==> config.mk <==
export PLATFORM = sky130hd
export DESIGN_NAME = ccd_core
export DESIGN_NICKNAME = d
export VERILOG_FILES = /design/src/include/ccd_pkg.sv /design/src/include/ccd_mem_if.sv /design/src/hdl/ccd_regfile.sv /design/src/hdl/ccd_core.sv
export SDC_FILE = /design/constraint.sdc
export NUM_CORES = 2
export LEC_CHECK = 0
export ABC_AREA = 1
export BUFFER_PORTS_ARGS = -buffer_cell sky130_fd_sc_hd__clkbuf_2
export CORE_ASPECT_RATIO = 1.1
export CORE_MARGIN = 5
export CORE_UTILIZATION = 25
export CTS_CLUSTER_DIAMETER = 60
export DETAILED_ROUTE_END_ITERATION = 6
export SYNTH_ARGS = -nofsm -noshare
export SYNTH_HDL_FRONTEND = slang
export SYNTH_SLANG_ARGS = --single-unit
==> constraint.sdc <==
create_clock -name clk -period 2.75 [get_ports clk]
set_input_delay 0.55 -clock clk [delete_from_list [all_inputs] [get_ports clk]]
set_output_delay 0.55 -clock clk [all_outputs]
set_load 0.005 [all_outputs]
==> src/include/ccd_pkg.sv <==
// Shared constants and types for the call, clear and decrement execution core.
`default_nettype none
package ccd_pkg;
  localparam int PC_W   = 13;
  localparam int TGT_W  = 11;
  localparam int DATA_W = 8;
  localparam int REG_AW = 7;

  // Operation selector presented with each instruction.
  typedef enum logic [2:0] {
    CCD_OP_KICK,
    CCD_OP_CALL,
    CCD_OP_INVERT,
    CCD_OP_REG_ZERO,
    CCD_OP_DEC,
    CCD_OP_ACC_ZERO
  } ccd_op_t;

  // Result destination select values.
  localparam logic DEST_ACC = 1'b0;
  localparam logic DEST_REG = 1'b1;

  // Page latch bits that feed the top of the program counter.
  localparam int PAGE_LO = 3;
  localparam int PAGE_HI = 4;

  // Register byte addresses on the bus.
  localparam logic [31:0] ADDR_PAGE   = 32'h0000_0000;
  localparam logic [31:0] ADDR_STATUS = 32'h0000_0004;
  localparam logic [31:0] ADDR_PC     = 32'h0000_0008;
  localparam logic [31:0] ADDR_ACC    = 32'h0000_000C;
  localparam logic [31:0] ADDR_STACK  = 32'h0000_0010;

  // Status register bit positions.
  localparam int ST_ZERO  = 0;
  localparam int ST_SLEEP = 1;
  localparam int ST_EXPIRY = 2;

  // Values after reset.
  localparam logic [PC_W-1:0]   RST_PC     = 13'h0000;
  localparam logic [DATA_W-1:0] RST_ACC    = 8'h00;
  localparam logic [DATA_W-1:0] RST_PAGE   = 8'h00;
  localparam logic              RST_ZERO   = 1'b0;
  localparam logic              RST_SLEEP  = 1'b1;
  localparam logic              RST_EXPIRY = 1'b1;
  localparam logic [DATA_W-1:0] ZERO_BYTE  = 8'h00;
endpackage : ccd_pkg
`default_nettype wire

==> src/include/ccd_mem_if.sv <==
// Interface between the execution core and its general register file.
`default_nettype none
interface ccd_mem_if #(
  parameter int AW = 7,
  parameter int DW = 8
);
  logic [AW-1:0] rd_addr;
  logic [DW-1:0] rd_data;
  logic          wr_en;
  logic [AW-1:0] wr_addr;
  logic [DW-1:0] wr_data;

  modport core (output rd_addr, output wr_en, output wr_addr, output wr_data, input rd_data);
  modport mem  (input rd_addr, input wr_en, input wr_addr, input wr_data, output rd_data);
endinterface : ccd_mem_if
`default_nettype wire

==> src/hdl/ccd_regfile.sv <==
// General register file with registered read data.
`default_nettype none
module ccd_regfile #(
  parameter int AW = 7,
  parameter int DW = 8
) (
  input wire logic clk,
  input wire logic rst,
  ccd_mem_if.mem   port
);
  localparam int DEPTH = 1 << AW;

  typedef struct packed {
    logic [DEPTH-1:0][DW-1:0] cells;
    logic [DW-1:0]            rd_data;
  } ccd_rf_state_t;

  ccd_rf_state_t s;
  ccd_rf_state_t next_s;

  // A read of the cell being written returns the old value; the core forwards around it.
  always_comb begin
    next_s = s;
    next_s.rd_data = s.cells[port.rd_addr];
    if (port.wr_en) begin
      next_s.cells[port.wr_addr] = port.wr_data;
    end
  end

  always_ff @(posedge clk) begin
    if (rst) begin
      s <= '0;
    end else begin
      s <= next_s;
    end
  end

  assign port.rd_data = s.rd_data;
endmodule : ccd_regfile
`default_nettype wire

==> src/hdl/ccd_core.sv <==
// Execution core for watchdog kick, call, invert, clear and decrement instructions.
// Contract
// [RULE1] Watchdog kick zeroes the watchdog counter.
// [RULE2] Watchdog kick also zeroes its prescaler.
// [RULE3] Watchdog kick sets expiry and sleep flags.
// [RULE4] Call pushes program counter plus one.
// [RULE5] Call loads target into counter bits 10:0.
// [RULE6] Call loads counter bits 12:11 from latch.
// [RULE7] Call takes two cycles, flags untouched.
// [RULE8] Select 0 writes accumulator, 1 writes register.
// [RULE9] Invert writes complement, updates zero flag only.
// [RULE10] Register clear writes zero, sets zero flag.
// [RULE11] Decrement writes value minus one, zero flag.
// [RULE12] Accumulator clear zeroes it, sets zero flag.
// [RULE13] Other instructions take one cycle, no discard.
//
// Chosen here: the register offsets and the AHB-Lite interface to the registers.
`default_nettype none
module ccd_core (
  input  wire logic                            clk,
  input  wire logic                            rst,
  input  wire logic                            hsel,
  input  wire logic [31:0]                     haddr,
  input  wire logic [1:0]                      htrans,
  input  wire logic                            hwrite,
  input  wire logic [2:0]                      hsize,
  input  wire logic [31:0]                     hwdata,
  input  wire logic                            hready,
  output logic                                 hreadyout,
  output logic [31:0]                          hrdata,
  output logic                                 hresp,
  input  wire logic                            instr_valid,
  input  wire ccd_pkg::ccd_op_t                instr_op,
  input  wire logic [ccd_pkg::REG_AW-1:0]      instr_reg,
  input  wire logic                            instr_dest,
  input  wire logic [ccd_pkg::TGT_W-1:0]       instr_target,
  output logic                                 instr_ready,
  output logic [ccd_pkg::PC_W-1:0]             pc,
  output logic [ccd_pkg::PC_W-1:0]             stack_top,
  output logic                                 stack_push,
  output logic                                 wdt_clear,
  output logic                                 prescaler_clear,
  output logic [ccd_pkg::DATA_W-1:0]           accumulator,
  output logic                                 result_null_flag,
  output logic                                 watchdog_expiry_flag,
  output logic                                 sleep_entered_flag
);
  typedef struct packed {
    logic [ccd_pkg::PC_W-1:0]   pc;
    logic [ccd_pkg::PC_W-1:0]   stack_top;
    logic                       stack_push;
    logic                       wdt_clear;
    logic                       prescaler_clear;
    logic [ccd_pkg::DATA_W-1:0] acc;
    logic                       zero;
    logic                       expiry;
    logic                       sleep;
    logic [ccd_pkg::DATA_W-1:0] page;
    logic                       ready;
    logic                       call_wait;
    logic                       e_valid;
    ccd_pkg::ccd_op_t           e_op;
    logic [ccd_pkg::REG_AW-1:0] e_reg;
    logic                       e_dest;
    logic                       fwd;
    logic [ccd_pkg::DATA_W-1:0] fwd_val;
    logic                       a_valid;
    logic                       a_write;
    logic [31:0]                a_addr;
    logic [31:0]                hrdata;
    logic                       hreadyout;
  } ccd_state_t;

  ccd_state_t s;
  ccd_state_t next_s;

  ccd_mem_if #(.AW(ccd_pkg::REG_AW), .DW(ccd_pkg::DATA_W)) mem_bus ();

  ccd_regfile #(
    .AW (ccd_pkg::REG_AW),
    .DW (ccd_pkg::DATA_W)
  ) u_regfile (
    .clk  (clk),
    .rst  (rst),
    .port (mem_bus)
  );

  logic                       take;
  logic                       call_take;
  logic                       addr_phase;
  logic [ccd_pkg::DATA_W-1:0] src_e;
  logic [ccd_pkg::DATA_W-1:0] result_e;
  logic                       reg_wr_e;
  logic                       acc_wr_e;
  logic [31:0]                rd_word;

  ////////////////////////////////////////////////////////////////////////////////
  // Datapath of the execute stage.

  assign take       = instr_valid && s.ready;
  assign call_take  = take && (instr_op == ccd_pkg::CCD_OP_CALL);
  assign addr_phase = hsel && htrans[1] && hready;

  // The register file answers one cycle after the address, so the operand is read
  // while the instruction is taken and used in the following execute cycle.
  always_comb begin
    src_e    = s.fwd ? s.fwd_val : mem_bus.rd_data;
    result_e = ccd_pkg::ZERO_BYTE;
    case (s.e_op)
      ccd_pkg::CCD_OP_INVERT: begin
        result_e = ~src_e; // [RULE9]
      end
      ccd_pkg::CCD_OP_DEC: begin
        result_e = src_e - 8'h01; // [RULE11]
      end
      default: begin
        result_e = ccd_pkg::ZERO_BYTE; // [RULE10]
      end
    endcase
    reg_wr_e = s.e_valid && ((s.e_op == ccd_pkg::CCD_OP_REG_ZERO)
               || (((s.e_op == ccd_pkg::CCD_OP_INVERT) || (s.e_op == ccd_pkg::CCD_OP_DEC))
                   && (s.e_dest == ccd_pkg::DEST_REG))); // [RULE8]
    acc_wr_e = s.e_valid && ((s.e_op == ccd_pkg::CCD_OP_INVERT) || (s.e_op == ccd_pkg::CCD_OP_DEC))
               && (s.e_dest == ccd_pkg::DEST_ACC); // [RULE8]
  end

  assign mem_bus.rd_addr = instr_reg;
  assign mem_bus.wr_en   = reg_wr_e;
  assign mem_bus.wr_addr = s.e_reg;
  assign mem_bus.wr_data = result_e;

  ////////////////////////////////////////////////////////////////////////////////
  // Bus read multiplexer, sampled in the address phase.

  always_comb begin
    rd_word = 32'h0000_0000;
    if (haddr == ccd_pkg::ADDR_PAGE) begin
      rd_word = 32'(s.page);
    end else if (haddr == ccd_pkg::ADDR_STATUS) begin
      rd_word[ccd_pkg::ST_ZERO]   = s.zero;
      rd_word[ccd_pkg::ST_SLEEP]  = s.sleep;
      rd_word[ccd_pkg::ST_EXPIRY] = s.expiry;
    end else if (haddr == ccd_pkg::ADDR_PC) begin
      rd_word = 32'(s.pc);
    end else if (haddr == ccd_pkg::ADDR_ACC) begin
      rd_word = 32'(s.acc);
    end else if (haddr == ccd_pkg::ADDR_STACK) begin
      rd_word = 32'(s.stack_top);
    end
  end

  ////////////////////////////////////////////////////////////////////////////////
  // Next state.

  always_comb begin
    next_s = s;
    next_s.stack_push      = 1'b0;
    next_s.wdt_clear       = 1'b0;
    next_s.prescaler_clear = 1'b0;
    next_s.hreadyout       = 1'b1;
    next_s.a_valid         = addr_phase;
    next_s.a_write         = hwrite;
    next_s.a_addr          = haddr;
    if (addr_phase && !hwrite) begin
      next_s.hrdata = rd_word;
    end
    // Software writes go first so that a flag event from an instruction in the
    // same cycle overrides them.
    if (s.a_valid && s.a_write) begin
      if (s.a_addr == ccd_pkg::ADDR_PAGE) begin
        next_s.page = hwdata[ccd_pkg::DATA_W-1:0];
      end else if (s.a_addr == ccd_pkg::ADDR_STATUS) begin
        next_s.zero   = hwdata[ccd_pkg::ST_ZERO];
        next_s.sleep  = hwdata[ccd_pkg::ST_SLEEP];
        next_s.expiry = hwdata[ccd_pkg::ST_EXPIRY];
      end
    end
    if (s.e_valid) begin
      case (s.e_op)
        ccd_pkg::CCD_OP_KICK: begin
          next_s.wdt_clear       = 1'b1; // [RULE1]
          next_s.prescaler_clear = 1'b1; // [RULE2]
          next_s.expiry          = 1'b1; // [RULE3]
          next_s.sleep           = 1'b1; // [RULE3]
        end
        ccd_pkg::CCD_OP_INVERT, ccd_pkg::CCD_OP_DEC: begin
          if (acc_wr_e) begin
            next_s.acc = result_e; // [RULE8]
          end
          next_s.zero = (result_e == ccd_pkg::ZERO_BYTE); // [RULE9] [RULE11]
        end
        ccd_pkg::CCD_OP_REG_ZERO: begin
          next_s.zero = 1'b1; // [RULE10]
        end
        ccd_pkg::CCD_OP_ACC_ZERO: begin
          next_s.acc  = ccd_pkg::ZERO_BYTE; // [RULE12]
          next_s.zero = 1'b1; // [RULE12]
        end
        default: begin
        end
      endcase
    end
    next_s.e_valid = 1'b0;
    next_s.fwd     = 1'b0;
    if (s.call_wait) begin
      // Second cycle of a call: nothing is taken.
      next_s.call_wait = 1'b0; // [RULE7]
      next_s.ready     = 1'b1; // [RULE7]
    end else if (take) begin
      next_s.pc      = s.pc + 13'h0001; // [RULE13]
      next_s.e_valid = (instr_op != ccd_pkg::CCD_OP_CALL);
      next_s.e_op    = instr_op;
      next_s.e_reg   = instr_reg;
      next_s.e_dest  = instr_dest;
      // The register file returns the old value of a cell written in this cycle.
      if (reg_wr_e && (instr_reg == s.e_reg)) begin
        next_s.fwd     = 1'b1; // [RULE13]
        next_s.fwd_val = result_e;
      end
      if (instr_op == ccd_pkg::CCD_OP_CALL) begin
        next_s.stack_top  = s.pc + 13'h0001; // [RULE4]
        next_s.stack_push = 1'b1; // [RULE4]
        next_s.pc         = {s.page[ccd_pkg::PAGE_HI:ccd_pkg::PAGE_LO], instr_target}; // [RULE5] [RULE6]
        next_s.call_wait  = 1'b1; // [RULE7]
        next_s.ready      = 1'b0; // [RULE7]
      end
    end
  end

  always_ff @(posedge clk) begin
    if (rst) begin
      s           <= '0;
      s.pc        <= ccd_pkg::RST_PC;
      s.acc       <= ccd_pkg::RST_ACC;
      s.page      <= ccd_pkg::RST_PAGE;
      s.zero      <= ccd_pkg::RST_ZERO;
      s.sleep     <= ccd_pkg::RST_SLEEP;
      s.expiry    <= ccd_pkg::RST_EXPIRY;
      s.ready     <= 1'b1;
      s.hreadyout <= 1'b1;
    end else begin
      s <= next_s;
    end
  end

  assign hreadyout            = s.hreadyout;
  assign hrdata               = s.hrdata;
  assign hresp                = 1'b0;
  assign instr_ready          = s.ready;
  assign pc                   = s.pc;
  assign stack_top            = s.stack_top;
  assign stack_push           = s.stack_push;
  assign wdt_clear            = s.wdt_clear;
  assign prescaler_clear      = s.prescaler_clear;
  assign accumulator          = s.acc;
  assign result_null_flag     = s.zero;
  assign watchdog_expiry_flag = s.expiry;
  assign sleep_entered_flag   = s.sleep;

  logic kick_take;
  assign kick_take = take && !s.call_wait && (instr_op == ccd_pkg::CCD_OP_KICK);
endmodule : ccd_core
`default_nettype wire

## Word-level counts from Yosys, hierarchy flattened

Index checks and enable logic that the tools add are counted.

| storage, ports and cells | value |
|---|---|
| bits in registers | 1170 |
| word-level logic and storage cells | 231 |

| operators by class | value |
|---|---|
| $add $sub $neg | 2 |
| order comparisons | 3 |
| eq/ne operators | 13 |
| multiplexer cells | 26 |
| bitwise operators | 5 |
| reduce and logical (&&, ||, !) cells | 30 |

Operator list:

| kind | count |
|---|---|
| bitwise mux 1024 bit | 1 |
| == test 32 x 3 -> 1 bit, second input constant | 2 |
| == test 32 x 4 -> 1 bit, second input constant | 2 |
| zero test 32 bit | 2 |
| 2-to-1 mux 32 bit | 2 |
| binary-select mux 8 bit (select 7 bit) | 1 |
| demux 8 bit (select 7 bit) | 1 |
| 2-to-1 mux 8 bit | 5 |
| == test 32 x 5 -> 1 bit, second input constant | 1 |
| one-hot mux 8 bit (2 select lines) | 2 |
| 2-to-1 mux 29 bit | 1 |
| 2-to-1 mux 27 bit | 1 |
| 2-to-1 mux 13 bit | 2 |
| less-than comparator 7 x 8 -> 1 bit, second input constant | 2 |
| adder 13 x 1 -> 13 bit, second input constant | 1 |
| 2-to-1 mux 3 bit | 4 |
| logical AND 1 bit | 11 |
| 2-to-1 mux 11 bit | 1 |
| 2-to-1 mux 9 bit | 1 |
| AND reduction 3 bit | 3 |
| zero test 8 bit | 1 |
| NOT 8 bit | 1 |
| OR reduction 2 bit | 4 |
| subtractor 8 x 1 -> 8 bit, second input constant | 1 |
| 17 further kinds | 26 |

## Depth between registers and ports, before layout

| depth | value |
|---|---|
| word-level depth | 7 |
| depth in mapped cells | 16 |

## By module

From an unflattened synthesis, not the netlist that was laid out.

| unflattened totals | value |
|---|---|
| cell total of the unflattened synthesis | 7910 |
| area total of the unflattened synthesis | 52775.6 sq um |

Modules (own cells, without submodules):

| module | times used | cells an instance | area each (sq um) | sequential area each (sq um) |
|---|---|---|---|---|
| ccd_regfile | 1 | 7025 | 46714.8 | 20659.8 |
| ccd_core | 1 | 885 | 6060.8 | 2322.2 |

## Least setup slack after synthesis

Ideal clock, no wire load.

| timing path | value |
|---|---|
| path kind | input port to flip-flop |
| from | input port instr_reg[0] (netlist name) |
| to | register s[73] (netlist name) |
| setup time | 0.111 ns |
| arrival time | 2.044 ns |
| slack | 0.596 ns |
| cell stages on the path | 11 |
| path buffers | 3 |
| path through | buf_2 buf_2 buf_4 xor2_1 or2_0 nor4_1 nand2_1 inv_2 nand2_1 nand3_1 inv_1 |

| between the ends | value |
|---|---|
| longest elaborated chain between the ends | 3 |

RTL lines:

| item | RTL line | source |
|---|---|---|
| from (decl) | ccd_core.sv:34 | `input wire logic [ccd_pkg::REG_AW-1:0] instr_reg,` |
| == test 7 bit | ccd_core.sv:216 | `if (reg_wr_e && (instr_reg == s.e_reg)) begin` |
| logical AND 1 bit | ccd_core.sv:216 |  |
| AND reduction 3 bit (no source line) | - |  |
| to (signal assigned) | ccd_core.sv:242 | `s <= next_s;` |
| to (decl) | ccd_core.sv:74 | `ccd_state_t s;` |

No other way between the ends.
A chain may end at the register's enable or synchronous reset.

## Worst setup path after layout

| timing path | value |
|---|---|
| from | register s[75] (netlist name) |
| to | register u_regfile.s[485] (netlist name) |

| between the ends | value |
|---|---|
| longest elaborated chain between the ends | 4 |
| elaborated cells on any way between the ends | 5 |
| classes of those cells | 1 x add/sub; 3 x mux; 1 x bitwise |

RTL lines:

| item | RTL line | source |
|---|---|---|
| 2-to-1 mux 8 bit * | ccd_core.sv:107 | `src_e = s.fwd ? s.fwd_val : mem_bus.rd_data;` |
| subtractor 8 x 1 -> 8 bit / NOT 8 bit (equally long branches) | ccd_core.sv:114, ccd_core.sv:111 |  |
| one-hot mux 8 bit (2 select lines) * | ccd_core.sv:109 | `case (s.e_op)` |
| bitwise mux 1024 bit * | ccd_regfile.sv:26 | `next_s.cells[port.wr_addr] = port.wr_data;` |
| to (signal assigned) | ccd_regfile.sv:34 | `s <= next_s;` |
| to (decl) | ccd_regfile.sv:18 | `ccd_rf_state_t s;` |

Mark *: on every way between the ends. The rest lies on a longest branch, timed or not.

==> metrics.txt <==
status finished clean; CTS H-tree depth 3; CP arrival ~3.2 ns; Overflow after GRT 0; Post-DP HPWL between 100 and 150 mm; CTS buffer count 120; hold violation total from the final report 0; Root Buffer clkbuf_16; GRT Total Usage between 15 and 20%; Pint 27.1 mW; dominant cell type by area after synthesis dfxtp_1; Rows ~180; Area contributors post-synth dfxtp_1 (45%), a21oi_1 (10%), o21ai_0 (9.8%), nand2_1 (8.5%), nand3_1 (7.5%); clk_lat worst skew 0.77 ns; Slew HR 55.4%; WL per Instance 17.1 µm; FF-to-FF End u_regfile.s[485]; worst hold-check path type in -> reg; fin crit share between 90 and 100%; TNS Setup 0 ns; Achievable Freq 0.386 GHz; Synth Instances 7207; pin count of the biggest net entering global routing 140; CP top delay family buffers and inverters; Synth Register Bits 1148; Post-synth ARST share 0%; Pleak 24.4 nW; Sink Count 1148; switch share approximately a quarter; WP data required 3.38 ns; gpl congestion just under 0.9; io pins 172; most frequent cell after synthesis nand2_1; share of layout cells above drive strength 1 10.7%; top_reg_cell synth dfxtp_1; critical path endpoint category flip-flop; crit-path cells buf_4 -> nand2_1 -> nand2_1 -> nand3_1 -> inv_2 -> nand2_1 -> nand2_1 -> nand2_1 -> inv_4 -> buf_12 -> nand2_1 -> o211ai_1 -> inv_1; Max clock buf depth 3; Reg2Reg Depth 13; DR iter-0 viols 4527; synth cell count leaders nand2_1 (1171), dfxtp_1 (1148), a21oi_1 (1067), o21ai_0 (1008), nand3_1 (774); Worst path slowest cell dfxtp_1; Syn Std Cell Area 51600 µm²; cell mode on critical path nand2_1; sequential area share after synthesis 44.5%; worst path bufs/invs 5; Clk pwr share 44.8%; final setup vio count 0; Worst-Margin Slew ~0.67 ns; critical path peak fanout 30; Yosys top cell area share 44.5%; Peak VDD IR approximately 0.0006 V; DIE HEIGHT 487 µm; WS Path Type reg -> reg; Power Dens Cells around 610 nW/µm²; RSZ-0062 raised after global routing no; fin. max-slew vios 0; Netlist cell types 45; Core ar. 206000 µm²; register share of total power 45.7%; Die X-Extent 443 µm; drt drc 0; Post-Route Utilization ~29%; first-pass GRT wire length about 260 mm; initial core utilization 25.1%; Yosys Warn Count 0; Post-synth EDFFs 0; CP endpoint u_regfile.s[485]; Sw Pwr 9.59 mW; RR Startpoint s[75]; Routed Antenna Nets 0; r2r setup slk 0.16 ns; worst stage delay on the critical path 0.49 ns; Setup Skew 0.0427 ns; drt total wl 170 mm; Via density 4.87; Critical Path Start s[75]; Syn Area/Cell 7.16 µm²; CTS tree yes; die area 216000 µm²; Comb power frac around a tenth; Final min period 2.59 ns; Max-Cap Viols 0; PortBufs 122; Levels on crit path 13; CP Launch Type flip-flop; fin nets 7191; vias in the first global route 45093; via count 48392; initial antenna violation count 2; clock slew at reported path FFs 0.06 ns; area grow syn2layout 15.9%; DR pass1 iterations 6; cell depth of the worst hold path 3
[sequential cells by signal, summed over array words and instances, names as in the netlist]
name,flops
watchdog_expiry_flag,1
accumulator,8
pc,13
wdt_clear,1
instr_ready,1
sleep_entered_flag,1
stack_push,1
result_null_flag,1
mem_bus.wr_addr,7
u_regfile.port.rd_data,8
u_regfile.s,1024
s,56
stack_top,13
hrdata,13
[worst min-delay path by stage]
stage / from / endpoint / slack (ns)
final: haddr[30] / s[63] / 0.05
after detailed placement: u_regfile.s[121] / u_regfile.s[121] / 0.44
after CTS: instr_target[0] / pc[0] / 0.003
after global placement: s[92] / s[92] / 0.43
after floorplan: s[90] / s[90] / 0.42
after global routing: instr_op[0] / s[84] / 0.05
[per-stage QoR]
stage / instances / worst slack, ns / hold WS (ns) / total power [mW] / cell area (µm²)
2_1_floorplan: 7226 / 0.596 / 0.420 / 19.0 / 51700
3_3_place_gp: 9677 / 0.117 / 0.428 / 20.5 / 55400
3_5_place_dp: 9677 / 0.0231 / 0.437 / 20.5 / 55400
4_1_cts: 9924 / 0.0659 / 0.00310 / 36.9 / 59700
5_1_grt: 9933 / 0.00435 / 0.0485 / 37.9 / 59800
6_report: 9933 / 0.157 / 0.0546 / 36.7 / 59800
[kinds of logic (layout without fill, tap and decap cells)]
group	Yosys count	after routing	synth area share, %
buf+inv	1391	1354	11.5
other cells	2	22	0.0145
simple gates	2271	2271	19.4
xor+xnor	16	16	0.271
mux	1	1	0.0194
fa+ha+maj	2	2	0.0485
compound gates	2376	2376	24.2
flops	1148	1148	44.5
[layout make-up]
cell class                 instances  area, µm²
fill                           22028     146000
tap                             2743       3430
clock inverter                    32        377
timing repair buffer             407       3830
clock buffer                     187       3640
multi-input combinational       4687      22800
inverter                         728       2780
sequential                      1148      23000
antenna                            1       2.50
[power by group through the flow]
stage	clock network [mW]	registers, mW	logic (mW)
finish	16.4	16.8	3.46
global route	17.5	16.8	3.66
CTS	16.8	16.8	3.41
detailed placement	0	17.1	3.37
global placement	0	17.1	3.36
floorplan	0	17.1	1.89
[metal layers]
layer  global-route usage [%]  vias up  wire [µm]
met1                     19.9    22609      74200
met4                     6.42        0       6830
met5                        0        -          0
met2                     24.7     1728      78100
li1                         -    23738          -
met3                     2.09      317      10800
[worst register-to-register path, stage by stage, from the launching register on]
cell and delay (ns):
dfxtp_1 0.49, buf_4 0.21, nand2_1 0.08, nand2_1 0.14, nand3_1 0.17, inv_2 0.10, nand2_1 0.08, nand2_1 0.06
nand2_1 0.15, inv_4 0.41, buf_12 0.29, nand2_1 0.09, o211ai_1 0.10, inv_1 0.06
[what timing repair did]
item | in CTS | in global routing
setup buffers | 0 | 8
endpoints found under the setup margin | 0 | 57
gates resized for setup | 0 | 4
hold buffers | 28 | 0
hold endpoints to repair | 27 | 0
[cell usage in the layout (no fill, tap or decap), types with 18 or more instances in the layout]
cell type      instances
inv_1                614
dlygate4sd3_1         28
clkinv_2              18
o21ai_0             1007
clkbuf_1              30
nand2_2               18
dfxtp_1             1148
o211ai_1             225
buf_12                79
conb_1                21
buf_4                180
clkbuf_16            121
nand2_1             1168
a21oi_1             1067
nor2_2                25
inv_2                100
nor2_4                26
clkbuf_8              36
o21ai_1               65
clkbuf_2             117
nor2_1               207
nand3_1              774
Power figures use the tool's default switching activity.
